--- src/acc_defs.svh ---
`ifndef ACC_DEFS_SVH
`define ACC_DEFS_SVH

// Register byte offsets
`define ACC_CTRL0_OFF 8'h00
`define ACC_COMPARATOR_ONE_CONTROL_OFF 8'h04
`define ACC_STAT0_OFF 8'h08
`define ACC_STAT1_OFF 8'h0C
`define ACC_COMPARATOR_ZERO_PIN_ROUTE_OFF 8'h10
`define ACC_ROUTE1_OFF 8'h14

// Control register fields
`define ACC_TRIG_STYLE 31
`define ACC_TRIG_POL 30
`define ACC_FALL_EN 29
`define ACC_RISE_EN 28
`define ACC_IDLE_LVL 27
`define ACC_MUX_EN 26
`define ACC_POS_HI 25
`define ACC_POS_LO 22
`define ACC_NEG_HI 21
`define ACC_NEG_LO 18
`define ACC_SCALE_HI 17
`define ACC_SCALE_LO 12
`define ACC_SPEED_HI 11
`define ACC_SPEED_LO 10
`define ACC_HUP_HI 9
`define ACC_HUP_LO 7
`define ACC_HDN_HI 6
`define ACC_HDN_LO 4
`define ACC_WARM_HI 3
`define ACC_WARM_LO 2
`define ACC_PIN_INV 1
`define ACC_ENABLE 0

// State and route fields
`define ACC_STAT_RESULT 1
`define ACC_STAT_RUN 0
`define ACC_ROUTE_PE 1
`define ACC_ROUTE_SRC 0

// Reset values
`define ACC_CTRL_RST 32'h4000_0000
`define ACC_ROUTE_RST 32'h0000_0000

// Input codes
`define ACC_POS_MAX 4'h9
`define ACC_NEG_UNLISTED 4'hD
`define ACC_NEG_SUPPLY_C 4'hC
`define ACC_NEG_SUPPLY_E 4'hE
`define ACC_NEG_SUPPLY_F 4'hF
`define ACC_SPEED_RSVD 2'h3
`define ACC_SPEED_SLOW 2'h0

// Timing: warm-up base time in us, clock rate in MHz
`define ACC_WARM_BASE_US 1
`define ACC_CLK_MHZ 250
`define ACC_WARM_BASE_CYC (`ACC_WARM_BASE_US * `ACC_CLK_MHZ)

// Bus responses
`define ACC_RESP_OKAY 2'h0
`define ACC_RESP_SLVERR 2'h2

`endif

--- src/acc_pkg.sv ---
package acc_pkg;

  typedef enum logic [2:0] {
    ACC_OFF  = 3'h1,
    ACC_WARM = 3'h2,
    ACC_RUN  = 3'h4
  } acc_state_t;

  typedef enum logic [6:0] {
    ACC_SEL_NONE   = 7'h01,
    ACC_SEL_CTRL0  = 7'h02,
    ACC_SEL_COMPARATOR_ONE_CONTROL  = 7'h04,
    ACC_SEL_STAT0  = 7'h08,
    ACC_SEL_STAT1  = 7'h10,
    ACC_SEL_COMPARATOR_ZERO_PIN_ROUTE = 7'h20,
    ACC_SEL_ROUTE1 = 7'h40
  } acc_sel_t;

endpackage : acc_pkg

--- src/analog_comparator_control.sv ---
// Functional notes
// - Trigger style: zero level, one edge
// - Trigger polarity: zero low/falling, one high/rising
// - Falling pulse enable gives falling edge pulses
// - Rising pulse enable gives rising edge pulses
// - Inactive comparator output forced to idle level
// - Plus input codes 0-9 legal, rest reserved
// - Minus input decode, 0xD unlisted
// - Supply scale factor from upper field bits
// - Response speed zero/one/two, three reserved
// - Upper hysteresis in 10 mV steps
// - Lower hysteresis in 10 mV steps
// - Warm-up 1/2/4/8 us, output invalid
// - Pin invert bit inverts pin result
// - State bit one returns comparison result
// - State bit zero is running flag
// - Pin drive enable connects output to pin
// - Pin source: synchronized or unsynchronized output
// - Comparator zero control at offset zero
// - Comparator one route at offset 0x14
// - Synchronized rise raises event unless masked
`timescale 1ns/1ps
`include "acc_defs.svh"

module analog_comparator_control
  import acc_pkg::*;
#(
  parameter int ADDR_W = 8
) (
  // Clock and reset
  input wire logic clk,
  input wire logic rst,
  // AXI4-Lite write address and data
  input wire logic s_axi_awvalid,
  output logic s_axi_awready,
  input wire logic [ADDR_W-1:0] s_axi_awaddr,
  input wire logic s_axi_wvalid,
  output logic s_axi_wready,
  input wire logic [31:0] s_axi_wdata,
  input wire logic [3:0] s_axi_wstrb,
  // AXI4-Lite write response
  output logic s_axi_bvalid,
  input wire logic s_axi_bready,
  output logic [1:0] s_axi_bresp,
  // AXI4-Lite read
  input wire logic s_axi_arvalid,
  output logic s_axi_arready,
  input wire logic [ADDR_W-1:0] s_axi_araddr,
  output logic s_axi_rvalid,
  input wire logic s_axi_rready,
  output logic [31:0] s_axi_rdata,
  output logic [1:0] s_axi_rresp,
  // Analog comparator results and interrupt masks
  input wire logic [1:0] cmpRaw,
  input wire logic [1:0] intMask,
  // Analog front-end controls
  output logic [1:0] cmpPower,
  output logic [1:0] muxEnable,
  output logic [1:0][3:0] posSelect,
  output logic [1:0][3:0] negSelect,
  output logic [1:0] negSupply,
  output logic [1:0][1:0] supplyScale,
  output logic [1:0][1:0] respSpeed,
  output logic [1:0][2:0] hystUp,
  output logic [1:0][2:0] hystDown,
  // Event outputs
  output logic [1:0] edgePulse,
  output logic [1:0] trigReq,
  output logic [1:0] syncRiseEvent,
  // Pins
  output logic [1:0] pinOut,
  output logic [1:0] pinOe
);

  localparam int N_CMP = 2;
  localparam logic [10:0] WARM_BASE = 11'(`ACC_WARM_BASE_CYC);

  function automatic acc_sel_t decodeSel(input logic [ADDR_W-1:0] addr);
    logic [7:0] a;
    a = 8'(addr);
    case (a)
      `ACC_CTRL0_OFF: decodeSel = ACC_SEL_CTRL0;
      `ACC_COMPARATOR_ONE_CONTROL_OFF: decodeSel = ACC_SEL_COMPARATOR_ONE_CONTROL;
      `ACC_STAT0_OFF: decodeSel = ACC_SEL_STAT0;
      `ACC_STAT1_OFF: decodeSel = ACC_SEL_STAT1;
      `ACC_COMPARATOR_ZERO_PIN_ROUTE_OFF: decodeSel = ACC_SEL_COMPARATOR_ZERO_PIN_ROUTE;
      `ACC_ROUTE1_OFF: decodeSel = ACC_SEL_ROUTE1;
      default: decodeSel = ACC_SEL_NONE;
    endcase
  endfunction : decodeSel

  function automatic logic [31:0] applyStrb(input logic [31:0] old,
                                            input logic [31:0] data,
                                            input logic [3:0] strb);
    logic [31:0] res;
    res = old;
    for (int b = 0; b < 4; b++) begin
      if (strb[b]) begin
        res[b*8 +: 8] = data[b*8 +: 8];
      end
    end
    applyStrb = res;
  endfunction : applyStrb

  // Write channel
  logic awHeld_r;
  logic wHeld_r;
  logic [ADDR_W-1:0] awAddr_r;
  logic [31:0] wData_r;
  logic [3:0] wStrb_r;
  logic awreadyR;
  logic wreadyR;
  logic bvalidR;
  logic [1:0] brespR;

  wire awTake = s_axi_awvalid & awreadyR;
  wire wTake = s_axi_wvalid & wreadyR;
  wire doWrite = awHeld_r & wHeld_r & ~bvalidR;
  wire awHeld_nxt = (awHeld_r | awTake) & ~doWrite;
  wire wHeld_nxt = (wHeld_r | wTake) & ~doWrite;
  wire acc_sel_t wrSel = decodeSel(awAddr_r);
  wire wrMapped = (wrSel != ACC_SEL_NONE);

  always_ff @(posedge clk) begin
    if (rst) begin
      awHeld_r <= 1'b0;
      wHeld_r <= 1'b0;
      awreadyR <= 1'b0;
      wreadyR <= 1'b0;
    end else begin
      awHeld_r <= awHeld_nxt;
      wHeld_r <= wHeld_nxt;
      awreadyR <= ~awHeld_nxt;
      wreadyR <= ~wHeld_nxt;
    end
  end

  always_ff @(posedge clk) begin
    if (rst) begin
      awAddr_r <= '0;
      wData_r <= 32'h0000_0000;
      wStrb_r <= 4'h0;
    end else begin
      if (awTake) begin
        awAddr_r <= s_axi_awaddr;
      end
      if (wTake) begin
        wData_r <= s_axi_wdata;
        wStrb_r <= s_axi_wstrb;
      end
    end
  end

  // Writes to state registers are dropped silently but still answer OKAY
  always_ff @(posedge clk) begin
    if (rst) begin
      bvalidR <= 1'b0;
      brespR <= `ACC_RESP_OKAY;
    end else if (doWrite) begin
      bvalidR <= 1'b1;
      brespR <= wrMapped ? `ACC_RESP_OKAY : `ACC_RESP_SLVERR;
    end else if (s_axi_bready) begin
      bvalidR <= 1'b0;
    end
  end

  // Read channel
  logic arreadyR;
  logic rvalidR;
  logic [31:0] rdataR;
  logic [1:0] rrespR;
  logic [31:0] ctrl_r [N_CMP];
  logic [31:0] route_r [N_CMP];
  logic [N_CMP-1:0] running;
  logic [N_CMP-1:0] effOut;

  wire arTake = s_axi_arvalid & arreadyR;
  wire rvalid_nxt = (rvalidR & ~s_axi_rready) | arTake;
  wire acc_sel_t rdSel = decodeSel(s_axi_araddr);
  wire [31:0] stat0 = {30'h0, effOut[0], running[0]};
  wire [31:0] stat1 = {30'h0, effOut[1], running[1]};
  wire [31:0] route0Rd = {30'h0, route_r[0][1:0]};
  wire [31:0] route1Rd = {30'h0, route_r[1][1:0]};
  wire [31:0] rdMux =
    (rdSel == ACC_SEL_CTRL0) ? ctrl_r[0] :
    (rdSel == ACC_SEL_COMPARATOR_ONE_CONTROL) ? ctrl_r[1] :
    (rdSel == ACC_SEL_STAT0) ? stat0 :
    (rdSel == ACC_SEL_STAT1) ? stat1 :
    (rdSel == ACC_SEL_COMPARATOR_ZERO_PIN_ROUTE) ? route0Rd :
    (rdSel == ACC_SEL_ROUTE1) ? route1Rd : 32'h0000_0000;

  always_ff @(posedge clk) begin
    if (rst) begin
      rvalidR <= 1'b0;
      arreadyR <= 1'b0;
      rdataR <= 32'h0000_0000;
      rrespR <= `ACC_RESP_OKAY;
    end else begin
      rvalidR <= rvalid_nxt;
      arreadyR <= ~rvalid_nxt;
      if (arTake) begin
        rdataR <= rdMux;
        rrespR <= (rdSel == ACC_SEL_NONE) ? `ACC_RESP_SLVERR
                                          : `ACC_RESP_OKAY;
      end
    end
  end

  assign s_axi_awready = awreadyR;
  assign s_axi_wready = wreadyR;
  assign s_axi_bvalid = bvalidR;
  assign s_axi_bresp = brespR;
  assign s_axi_arready = arreadyR;
  assign s_axi_rvalid = rvalidR;
  assign s_axi_rdata = rdataR;
  assign s_axi_rresp = rrespR;

  // Per-comparator logic
  for (genvar i = 0; i < N_CMP; i++) begin : gCmp
    acc_state_t state_r;
    acc_state_t state_nxt;
    logic [10:0] warmCnt_r;
    logic sync1_r;
    logic sync2_r;
    logic prevOut_r;
    logic prevSync_r;
    logic edgeR;
    logic trigR;
    logic riseEvR;
    logic pinR;
    logic oeR;
    logic [31:0] c;

    wire acc_sel_t ctrlSel = (i == 0) ? ACC_SEL_CTRL0 : ACC_SEL_COMPARATOR_ONE_CONTROL;
    wire acc_sel_t routeSel = (i == 0) ? ACC_SEL_COMPARATOR_ZERO_PIN_ROUTE : ACC_SEL_ROUTE1;
    assign c = ctrl_r[i];

    // Reserved bits are kept as written; software keeps them zero.
    always_ff @(posedge clk) begin
      if (rst) begin
        ctrl_r[i] <= `ACC_CTRL_RST;
        route_r[i] <= `ACC_ROUTE_RST;
      end else if (doWrite) begin
        if (wrSel == ctrlSel) begin
          ctrl_r[i] <= applyStrb(ctrl_r[i], wData_r, wStrb_r);
        end
        if (wrSel == routeSel) begin
          route_r[i] <= applyStrb(route_r[i], wData_r, wStrb_r);
        end
      end
    end

    // Warm-up length doubles per code step
    wire [1:0] warmCode = c[`ACC_WARM_HI:`ACC_WARM_LO];
    wire [10:0] warmLast = 11'(WARM_BASE << warmCode) - 11'h001;
    wire enBit = c[`ACC_ENABLE];

    always_comb begin
      state_nxt = state_r;
      unique case (state_r)
        ACC_OFF: begin
          if (enBit) begin
            state_nxt = ACC_WARM;
          end
        end
        ACC_WARM: begin
          if (!enBit) begin
            state_nxt = ACC_OFF;
          end else if (warmCnt_r >= warmLast) begin
            state_nxt = ACC_RUN;
          end
        end
        ACC_RUN: begin
          if (!enBit) begin
            state_nxt = ACC_OFF;
          end
        end
        default: state_nxt = ACC_OFF;
      endcase
    end

    always_ff @(posedge clk) begin
      if (rst) begin
        state_r <= ACC_OFF;
        warmCnt_r <= 11'h000;
      end else begin
        state_r <= state_nxt;
        warmCnt_r <= (state_nxt == ACC_WARM) ? warmCnt_r + 11'h001
                                             : 11'h000;
      end
    end

    assign running[i] = (state_r == ACC_RUN);

    // Two-stage synchronizer; the first stage feeds only the second
    always_ff @(posedge clk) begin
      if (rst) begin
        sync1_r <= 1'b0;
        sync2_r <= 1'b0;
      end else begin
        sync1_r <= cmpRaw[i];
        sync2_r <= sync1_r;
      end
    end

    wire idleLvl = c[`ACC_IDLE_LVL];
    // Output during warm-up is invalid, so it shows the idle level too
    assign effOut[i] = running[i] ? sync2_r : idleLvl;
    wire asyncOut = running[i] ? cmpRaw[i] : idleLvl;
    wire riseP = effOut[i] & ~prevOut_r;
    wire fallP = ~effOut[i] & prevOut_r;
    wire pol = c[`ACC_TRIG_POL];
    wire edgeSel = pol ? riseP : fallP;
    wire levelSel = (effOut[i] == pol);
    wire syncRise = running[i] & sync2_r & ~prevSync_r;
    wire srcSel = route_r[i][`ACC_ROUTE_SRC] ? asyncOut : effOut[i];
    wire pinVal = srcSel ^ c[`ACC_PIN_INV];

    always_ff @(posedge clk) begin
      if (rst) begin
        prevOut_r <= 1'b0;
        prevSync_r <= 1'b0;
        edgeR <= 1'b0;
        trigR <= 1'b0;
        riseEvR <= 1'b0;
        pinR <= 1'b0;
        oeR <= 1'b0;
      end else begin
        prevOut_r <= effOut[i];
        prevSync_r <= running[i] & sync2_r;
        edgeR <= (c[`ACC_RISE_EN] & riseP) |
                 (c[`ACC_FALL_EN] & fallP);
        trigR <= c[`ACC_TRIG_STYLE] ? edgeSel : levelSel;
        riseEvR <= syncRise & ~intMask[i];
        pinR <= route_r[i][`ACC_ROUTE_PE] & pinVal;
        oeR <= route_r[i][`ACC_ROUTE_PE];
      end
    end

    // Front-end controls; reserved input codes pass through but clear the mux enable, reserved speed drives slow
    wire [3:0] posCode = c[`ACC_POS_HI:`ACC_POS_LO];
    wire [3:0] negCode = c[`ACC_NEG_HI:`ACC_NEG_LO];
    wire [1:0] spdCode = c[`ACC_SPEED_HI:`ACC_SPEED_LO];
    wire posLegal = (posCode <= `ACC_POS_MAX);
    wire negLegal = (negCode != `ACC_NEG_UNLISTED);
    wire negIsSupply = (negCode == `ACC_NEG_SUPPLY_C) |
                       (negCode == `ACC_NEG_SUPPLY_E) |
                       (negCode == `ACC_NEG_SUPPLY_F);

    assign cmpPower[i] = enBit;
    // Mux enable order is software's duty; the block does not enforce it
    assign muxEnable[i] = c[`ACC_MUX_EN] & posLegal & negLegal;
    assign posSelect[i] = posCode;
    assign negSelect[i] = negCode;
    assign negSupply[i] = negIsSupply;
    assign supplyScale[i] = c[`ACC_SCALE_HI:`ACC_SCALE_HI-1];
    assign respSpeed[i] = (spdCode == `ACC_SPEED_RSVD) ? `ACC_SPEED_SLOW
                                                       : spdCode;
    assign hystUp[i] = c[`ACC_HUP_HI:`ACC_HUP_LO];
    assign hystDown[i] = c[`ACC_HDN_HI:`ACC_HDN_LO];
    assign edgePulse[i] = edgeR;
    assign trigReq[i] = trigR;
    assign syncRiseEvent[i] = riseEvR;
    assign pinOut[i] = pinR;
    assign pinOe[i] = oeR;
  end

endmodule : analog_comparator_control

--- config.mk ---
export PLATFORM = sky130hd
export DESIGN_NAME = analog_comparator_control
export DESIGN_NICKNAME = d
export VERILOG_FILES = /design/src/acc_pkg.sv /design/src/analog_comparator_control.sv
export VERILOG_INCLUDE_DIRS = /design/src
export SDC_FILE = /design/constraint.sdc
export NUM_CORES = 1
export LEC_CHECK = 0
export BUFFER_PORTS_ARGS = -buffer_cell sky130_fd_sc_hd__buf_2
export CORE_UTILIZATION = 41
export CTS_CLUSTER_DIAMETER = 80
export CTS_CLUSTER_SIZE = 12
export DETAILED_ROUTE_END_ITERATION = 16
export HOLD_SLACK_MARGIN = 0.05
export SYNTH_ARGS = -nofsm -noshare
export SYNTH_HDL_FRONTEND = slang
export SYNTH_SLANG_ARGS = --single-unit
--- constraint.sdc ---
create_clock -name clk -period 4.81 [get_ports clk]
set_input_delay 0.962 -clock clk [delete_from_list [all_inputs] [get_ports clk]]
set_output_delay 0.962 -clock clk [all_outputs]
set_load 0.005 [all_outputs]
==> out/results.txt, run 1 <==
Status: finished clean
Io pins: 156
Synth cell types: 50
Design Area, Final: 9866 sq um
Worst Max-Slew Pin Slew: 1.089 ns
Comb power frac: 0.069
Post-CTS setup buffers: 0
Row Count: 52
Main synth FF type: dfxtp_1
Largest net degree at the start of global routing: 75
Worst min path class: reg2reg
Final nets: 1058
Core area: 20490 sq um
Final cell utilization of the core: 0.4814
Worst vdd ir: 0.0002436 V
Die width: 147.3 um
Layout cells sized above 1: 0.2092
Die Ht: 147.3 um
Post-synthesis sequential area ratio: 0.5387
Worst path bufs/invs: 1
CP top delay family: compound AO/OA/AOI/OAI gates
Vias in the first global route: 6160
Initial Utilization: 0.4225
Worst Path Max Fanout: 12
FFs w/ async S/R, synth: 0
Max Slew Vio Count: 0
Total GRT Usage: 0.1985
Syn Inst Count: 875
Placed Cells: 1218
Fin. Hold Viols: 0
H-Tree Depth: 4
DRC viols: 0
Total grt overflow: 0
Yosys reg bits: 199
CTS root buf: clkbuf_16
Pwr dens: 351.6 nW/um^2
Clock transition at path regs: 0.08 ns
Final wirelength: 20860 um
CP max stage cell: a41oi_1
Placer Congestion: 0.8896
Drt wl/cell: 16.69 um
DP HPWL: 14630 um
DR vias/cell: 5.176
Critical path capture point type: register
Commonest non-fill, non-tap cell in the layout: buf_2
Switching power: 863.8 uW
Critical path class: reg2reg
Most frequent cells in the layout: buf_2, dfxtp_1, nand2_1, and2_1, nor2_1
Worst-path cell chain: inv_1 > ha_1 > and4b_1 > ha_1 > o21ai_0 > a221o_1 > a41oi_1 > nor3b_1
Area grow syn2layout: 13.95%
Period utilization: 0.6090
EDFF count, synth: 68
# resized after CTS: 0
Min cycle time layout: 2.929 ns
Fmax: 0.3414 GHz
Synthesized area: 8658 sq um
Initial antenna violation count: 0
Pre-antenna DRT Iters: 4
Global-route wire length before repair: 32980 um
CP dominant cell by count: ha_1
Clock Latency Late Sink: 0.44 ns
Layout Skew: 0.01218 ns
Final TNS setup: 0 ns
Num Clock Sinks: 199
Switch share: 0.2491
Final-report setup violation count: 0
Clock Tree Buf Depth: 2
Clock share of power: 0.398
Syn. warnings: 0
Port Buf Inserts: 153
Total power: 3468 uW
RSZ-0062 raised after global routing: false
Reg power frac: 0.533
CP max stage delay: 0.85 ns
Static leakage: 0.004060 uW
# diodes: 0
Max-cap viol count: 0
Worst slew margin relative to its limit: 0.2706
Syn Area/Cell: 9.895 sq um
Fin cells: 1250
CTS buffer count: 17
Die area: 21700 sq um
Worst Setup Start Kind: register
Critical Path RT: 5.09 ns
Routed vias: 6470
Post-CTS Hold Fix Bufs: 0
CTS tree: built
Post-route ant nets: 0
Pint: 2604 uW
Placed Area: 9304 sq um
DR iter-0 viols: 379
Worst Path Arrival: 3.21 ns
## logic make-up after synthesis
family	count (synthesis)	synth area share
simple gates	343	0.1970
flops	199	0.5387
compound gates	167	0.1212
buf+inv	107	0.07052
fa+ha+maj	28	0.04046
xor+xnor	22	0.02225
mux	8	0.009393
other cells	1	0.0004331
## per-layer routing
metal | GRT usage | wire length (um) | share of wire | vias to the layer above
met3 | 0.04224 | 1119 | 0.054 | 29
met1 | 0.2596 | 9432 | 0.45 | 3059
met4 | 0.06856 | 377 | 0.018 | 0
met2 | 0.3245 | 9929 | 0.48 | 195
met5 | 0 | 0 | 0 | -
li1 | - | - | - | 3187
## state kept, by name (all words and copies together) (netlist names), 2 cells and up
signal           cells
s_axi_rdata         32
gCmp.sync2_r         2
route_r              4
gCmp.pinR            2
gCmp.sync1_r         2
gCmp.edgeR           2
gCmp.state_r         6
wStrb_r              4
gCmp.oeR             2
gCmp.prevSync_r      2
wData_r             32
gCmp.prevOut_r       2
gCmp.riseEvR         2
ctrl_r              64
gCmp.trigR           2
gCmp.warmCnt_r      22
awAddr_r             8
## stage by stage
step | hold WS, ns | setup slack (ns)
6_report | 0.3887 | 1.881
5_1_grt | 0.4139 | 1.718
4_1_cts | 0.3892 | 1.827
3_5_place_dp | 0.3773 | 1.842
3_3_place_gp | 0.3747 | 1.944
2_1_floorplan | 0.3714 | 2.564
## cell type report
type                            instances  area (sq um)
Clock buffer                           19         452.9
Inverter                               15         56.30
Multi-Input combinational cell        570          3397
Fill cell                            1967         10630
Sequential cell                       199          4664
Tap cell                              270         337.8
Clock inverter                         13         108.9
Timing Repair Buffer                  164         848.3
## Yosys cell counts, drive strengths merged (2+ instances only)
master	n	area, sq um
mux2i	7	70.07
and3	6	37.54
a21oi	54	270.3
a221oi	31	271.5
clkbuf	33	123.9
dfxtp	131	2623
nand3	14	75.07
nor2b	18	112.6
a2111oi	3	26.28
nand2	107	401.6
a21o	11	82.58
nor3	21	116.4
nor2	74	292.8
a22oi	2	15.01
and2	74	462.9
xor2	13	113.9
nor3b	10	75.07
xnor2	9	78.83
a41oi	2	17.52
a31oi	8	50.05
o31ai	2	15.01
ha	28	350.3
edfxtp	68	2042
a211oi	3	22.52
o21ai	45	225.2
buf	59	430.4
nand2b	3	18.77
inv	15	56.30
nand4	9	56.30
## worst paths after layout
| path | startpoint | to | slack [ns] | cells past startpoint |
|---|---|---|---|---|
| setup / recovery | ctrl_r[1][3] | gCmp[1].warmCnt_r[1] | 1.88 | 8 |
| hold / removal | gCmp[0].prevSync_r | gCmp[0].riseEvR | 0.39 | 1 |
| setup reg to reg | ctrl_r[1][3] | gCmp[1].warmCnt_r[1] | 1.88 | 8 |
| hold reg to reg | gCmp[0].prevSync_r | gCmp[0].riseEvR | 0.39 | 1 |
## power groups by stage
stage | sequential [uW] | combinational [uW] | clock, uW
4_1_cts | 1850 | 242 | 1410
6_report | 1850 | 239 | 1380
5_1_grt | 1860 | 268 | 1480
2_1_floorplan | 1870 | 153 | 0
3_3_place_gp | 1890 | 238 | 0
3_5_place_dp | 1890 | 241 | 0
(Power assumes the default switching activity.)
==> run 2, diff against run 1 <==
==> constraint.sdc (replaced) <==
create_clock -name clk -period 2.66 [get_ports clk]
set_input_delay 0.532 -clock clk [delete_from_list [all_inputs] [get_ports clk]]
set_output_delay 0.532 -clock clk [all_outputs]
set_load 0.005 [all_outputs]
==> out/results.txt, run 2 (synthesized netlist as in run 1, its figures left out) <==
RSZ-0062 raised after global routing: false (unchanged)
Initial Utilization: 0.4225 (unchanged)
Switch share: 0.2491 (about the same)
Post-route ant nets: 0 (unchanged)
Max-cap viol count: 0 (unchanged)
Top reg by flops: ctrl_r (unchanged)
Vias in the first global route: 6307 (was 6160)
Pwr dens: 630.2 nW/um^2 (was 351.6 nW/um^2)
CTS buffer count: 17 (unchanged)
Pint: 4721 uW (was 2604 uW)
Area grow syn2layout: 15.23% (was 13.95%)
Core area: 20490 sq um (unchanged)
Worst Max-Slew Pin Slew: 0.8459 ns (was 1.089 ns)
Most frequent cells in the layout: buf_2, dfxtp_1, nand2_1, and2_1, nor2_1 (unchanged)
Layout Skew: 0.009441 ns (was 0.01218 ns)
Fin. Hold Viols: 0 (unchanged)
Port Buf Inserts: 153 (unchanged)
CTS tree: built (unchanged)
Initial antenna violation count: 0 (unchanged)
Die width: 147.3 um (unchanged)
Max reg flops: 64 (unchanged)
Clock Tree Buf Depth: 2 (unchanged)
Final nets: 1065 (was 1058)
Min cycle time layout: 2.382 ns (was 2.929 ns)
DR iter-0 viols: 351 (was 379)
Row Count: 52 (unchanged)
Io pins: 156 (unchanged)
Static leakage: 0.004115 uW (was 0.004060 uW)
Worst Path Max Fanout: 12 (unchanged)
# diodes: 0 (unchanged)
Post-CTS Hold Fix Bufs: 0 (unchanged)
Clock share of power: 0.397 (was 0.398)
Final wirelength: 21120 um (was 20860 um)
Period utilization: 0.8955 (was 0.6090)
Critical path capture point type: register (unchanged)
H-Tree Depth: 4 (unchanged)
Critical path class: reg2reg (unchanged)
Routed vias: 6461 (was 6470)
Largest net degree at the start of global routing: 42 (was 75)
Final-report setup violation count: 0 (unchanged)
Num Clock Sinks: 199 (unchanged)
Clock transition at path regs: 0.07 ns (was 0.08 ns)
Worst slew margin relative to its limit: 0.4348 (was 0.2706)
Drt wl/cell: 16.81 um (was 16.69 um)
Commonest non-fill, non-tap cell in the layout: buf_2 (unchanged)
Switching power: 1566 uW (was 863.8 uW)
Worst Path Arrival: 2.70 ns (was 3.21 ns)
Placed Cells: 1225 (was 1218)
Status: finished clean (unchanged)
CTS root buf: clkbuf_16 (unchanged)
DR vias/cell: 5.140 (was 5.176)
Comb power frac: 0.072 (was 0.069)
Critical Path RT: 2.98 ns (was 5.09 ns)
Area occupied by multi-input gates: 3410 sq um (was 3397 sq um)
DP HPWL: 14570 um (was 14630 um)
Global-route wire length before repair: 33430 um (was 32980 um)
Total grt overflow: 0 (unchanged)
Reg power frac: 0.531 (was 0.533)
Fmax: 0.4198 GHz (was 0.3414 GHz)
Pre-antenna DRT Iters: 5 (was 4)
Clock Latency Late Sink: 0.44 ns (about the same)
Max Slew Vio Count: 0 (unchanged)
Final TNS setup: 0 ns (unchanged)
FF+latch area: 4664 sq um (unchanged)
Total GRT Usage: 0.2020 (was 0.1985)
Worst Setup Start Kind: register (unchanged)
DRC viols: 0 (unchanged)
Fin cells: 1257 (was 1250)
Number of fill cells in the layout: 1935 (was 1967)
Die Ht: 147.3 um (unchanged)
Placer Congestion: 0.8664 (was 0.8896)
Die area: 21700 sq um (unchanged)
Layout cells sized above 1: 0.2158 (was 0.2092)
Worst vdd ir: 0.0004594 V (was 0.0002436 V)
Worst min path class: in2reg (was reg2reg)
run 2: cell count changes in the layout (fill, tap and decap cells not counted), sizes merged:
| cell | delta |
|---|---|
| buf | +7 |
| clkinvlp | -1 |
| clkinv | +1 |
run 2: worst max-delay path: stages (launching register included):
cell and delay, ns:
edfxtp_1 0.48, inv_1 0.15, ha_1 0.23, and4b_1 0.21, ha_1 0.26, o21ai_0 0.08, a221o_1 0.38, a41oi_1 0.18
buf_4 0.21, nor3_1 0.08
run 2: routing by layer:
layer / track usage / up-vias / share of wire
li1: - / 3200 / -
met1: 0.2581 / 3064 / 0.45
met2: 0.3267 / 167 / 0.47
met3: 0.05466 / 30 / 0.059
met4: 0.07371 / 0 / 0.018
met5: 0 / - / 0
run 2: stage by stage:
| stage | setup WS, ns | utilization | hold WS (ns) | power, uW | cell area [sq um] |
|---|---|---|---|---|---|
| after floorplan | 0.4140 | - | 0.3714 | 3662 | 8662 |
| after global placement | 0.1028 | 0.4590 | 0.3751 | 3859 | 9407 |
| after detailed placement | 0.06470 | 0.4590 | 0.3825 | 3864 | 9407 |
| after CTS | 0.05987 | 0.4862 | 0.2206 | 6348 | 9965 |
| after global routing | 0.05856 | 0.4868 | 0.2201 | 6536 | 9977 |
| final | 0.2780 | 0.4868 | 0.2396 | 6287 | 9977 |
run 2: path summary, 6_finish.rpt:
kind              slack [ns]  depth (start not counted)                    to                from
setup reg to reg        0.28                          9  gCmp[1].warmCnt_r[7]        ctrl_r[1][3]
hold / removal          0.24                          2       gCmp[1].riseEvR          intMask[1]
hold reg to reg         0.39                          1       gCmp[1].riseEvR  gCmp[1].prevSync_r
setup / recovery        0.28                          9  gCmp[1].warmCnt_r[7]        ctrl_r[1][3]
run 2: timing repair:
| item | CTS | global route |
|---|---|---|
| setup endpoints to repair | 0 | 16 |
| setup buffers | 0 | 0 |
| resized for setup | 0 | 3 |
run 2: area by class of cell:
cell class,instances,share of cell area
repair buffers,171,0.09531
inverters,15,0.005643
clock inverters,13,0.01041
flip-flops and latches,199,0.4675
clock buffers,19,0.04552
multi-input cells,570,0.3417
well taps,270,0.03386
run 2: power by group through the flow:
stage,registers [uW],logic [uW],clock network [uW]
final,3340,451,2500
after global routing,3360,506,2680
after CTS,3340,457,2550
after detailed placement,3410,455,0
after global placement,3410,451,0
after floorplan,3380,277,0
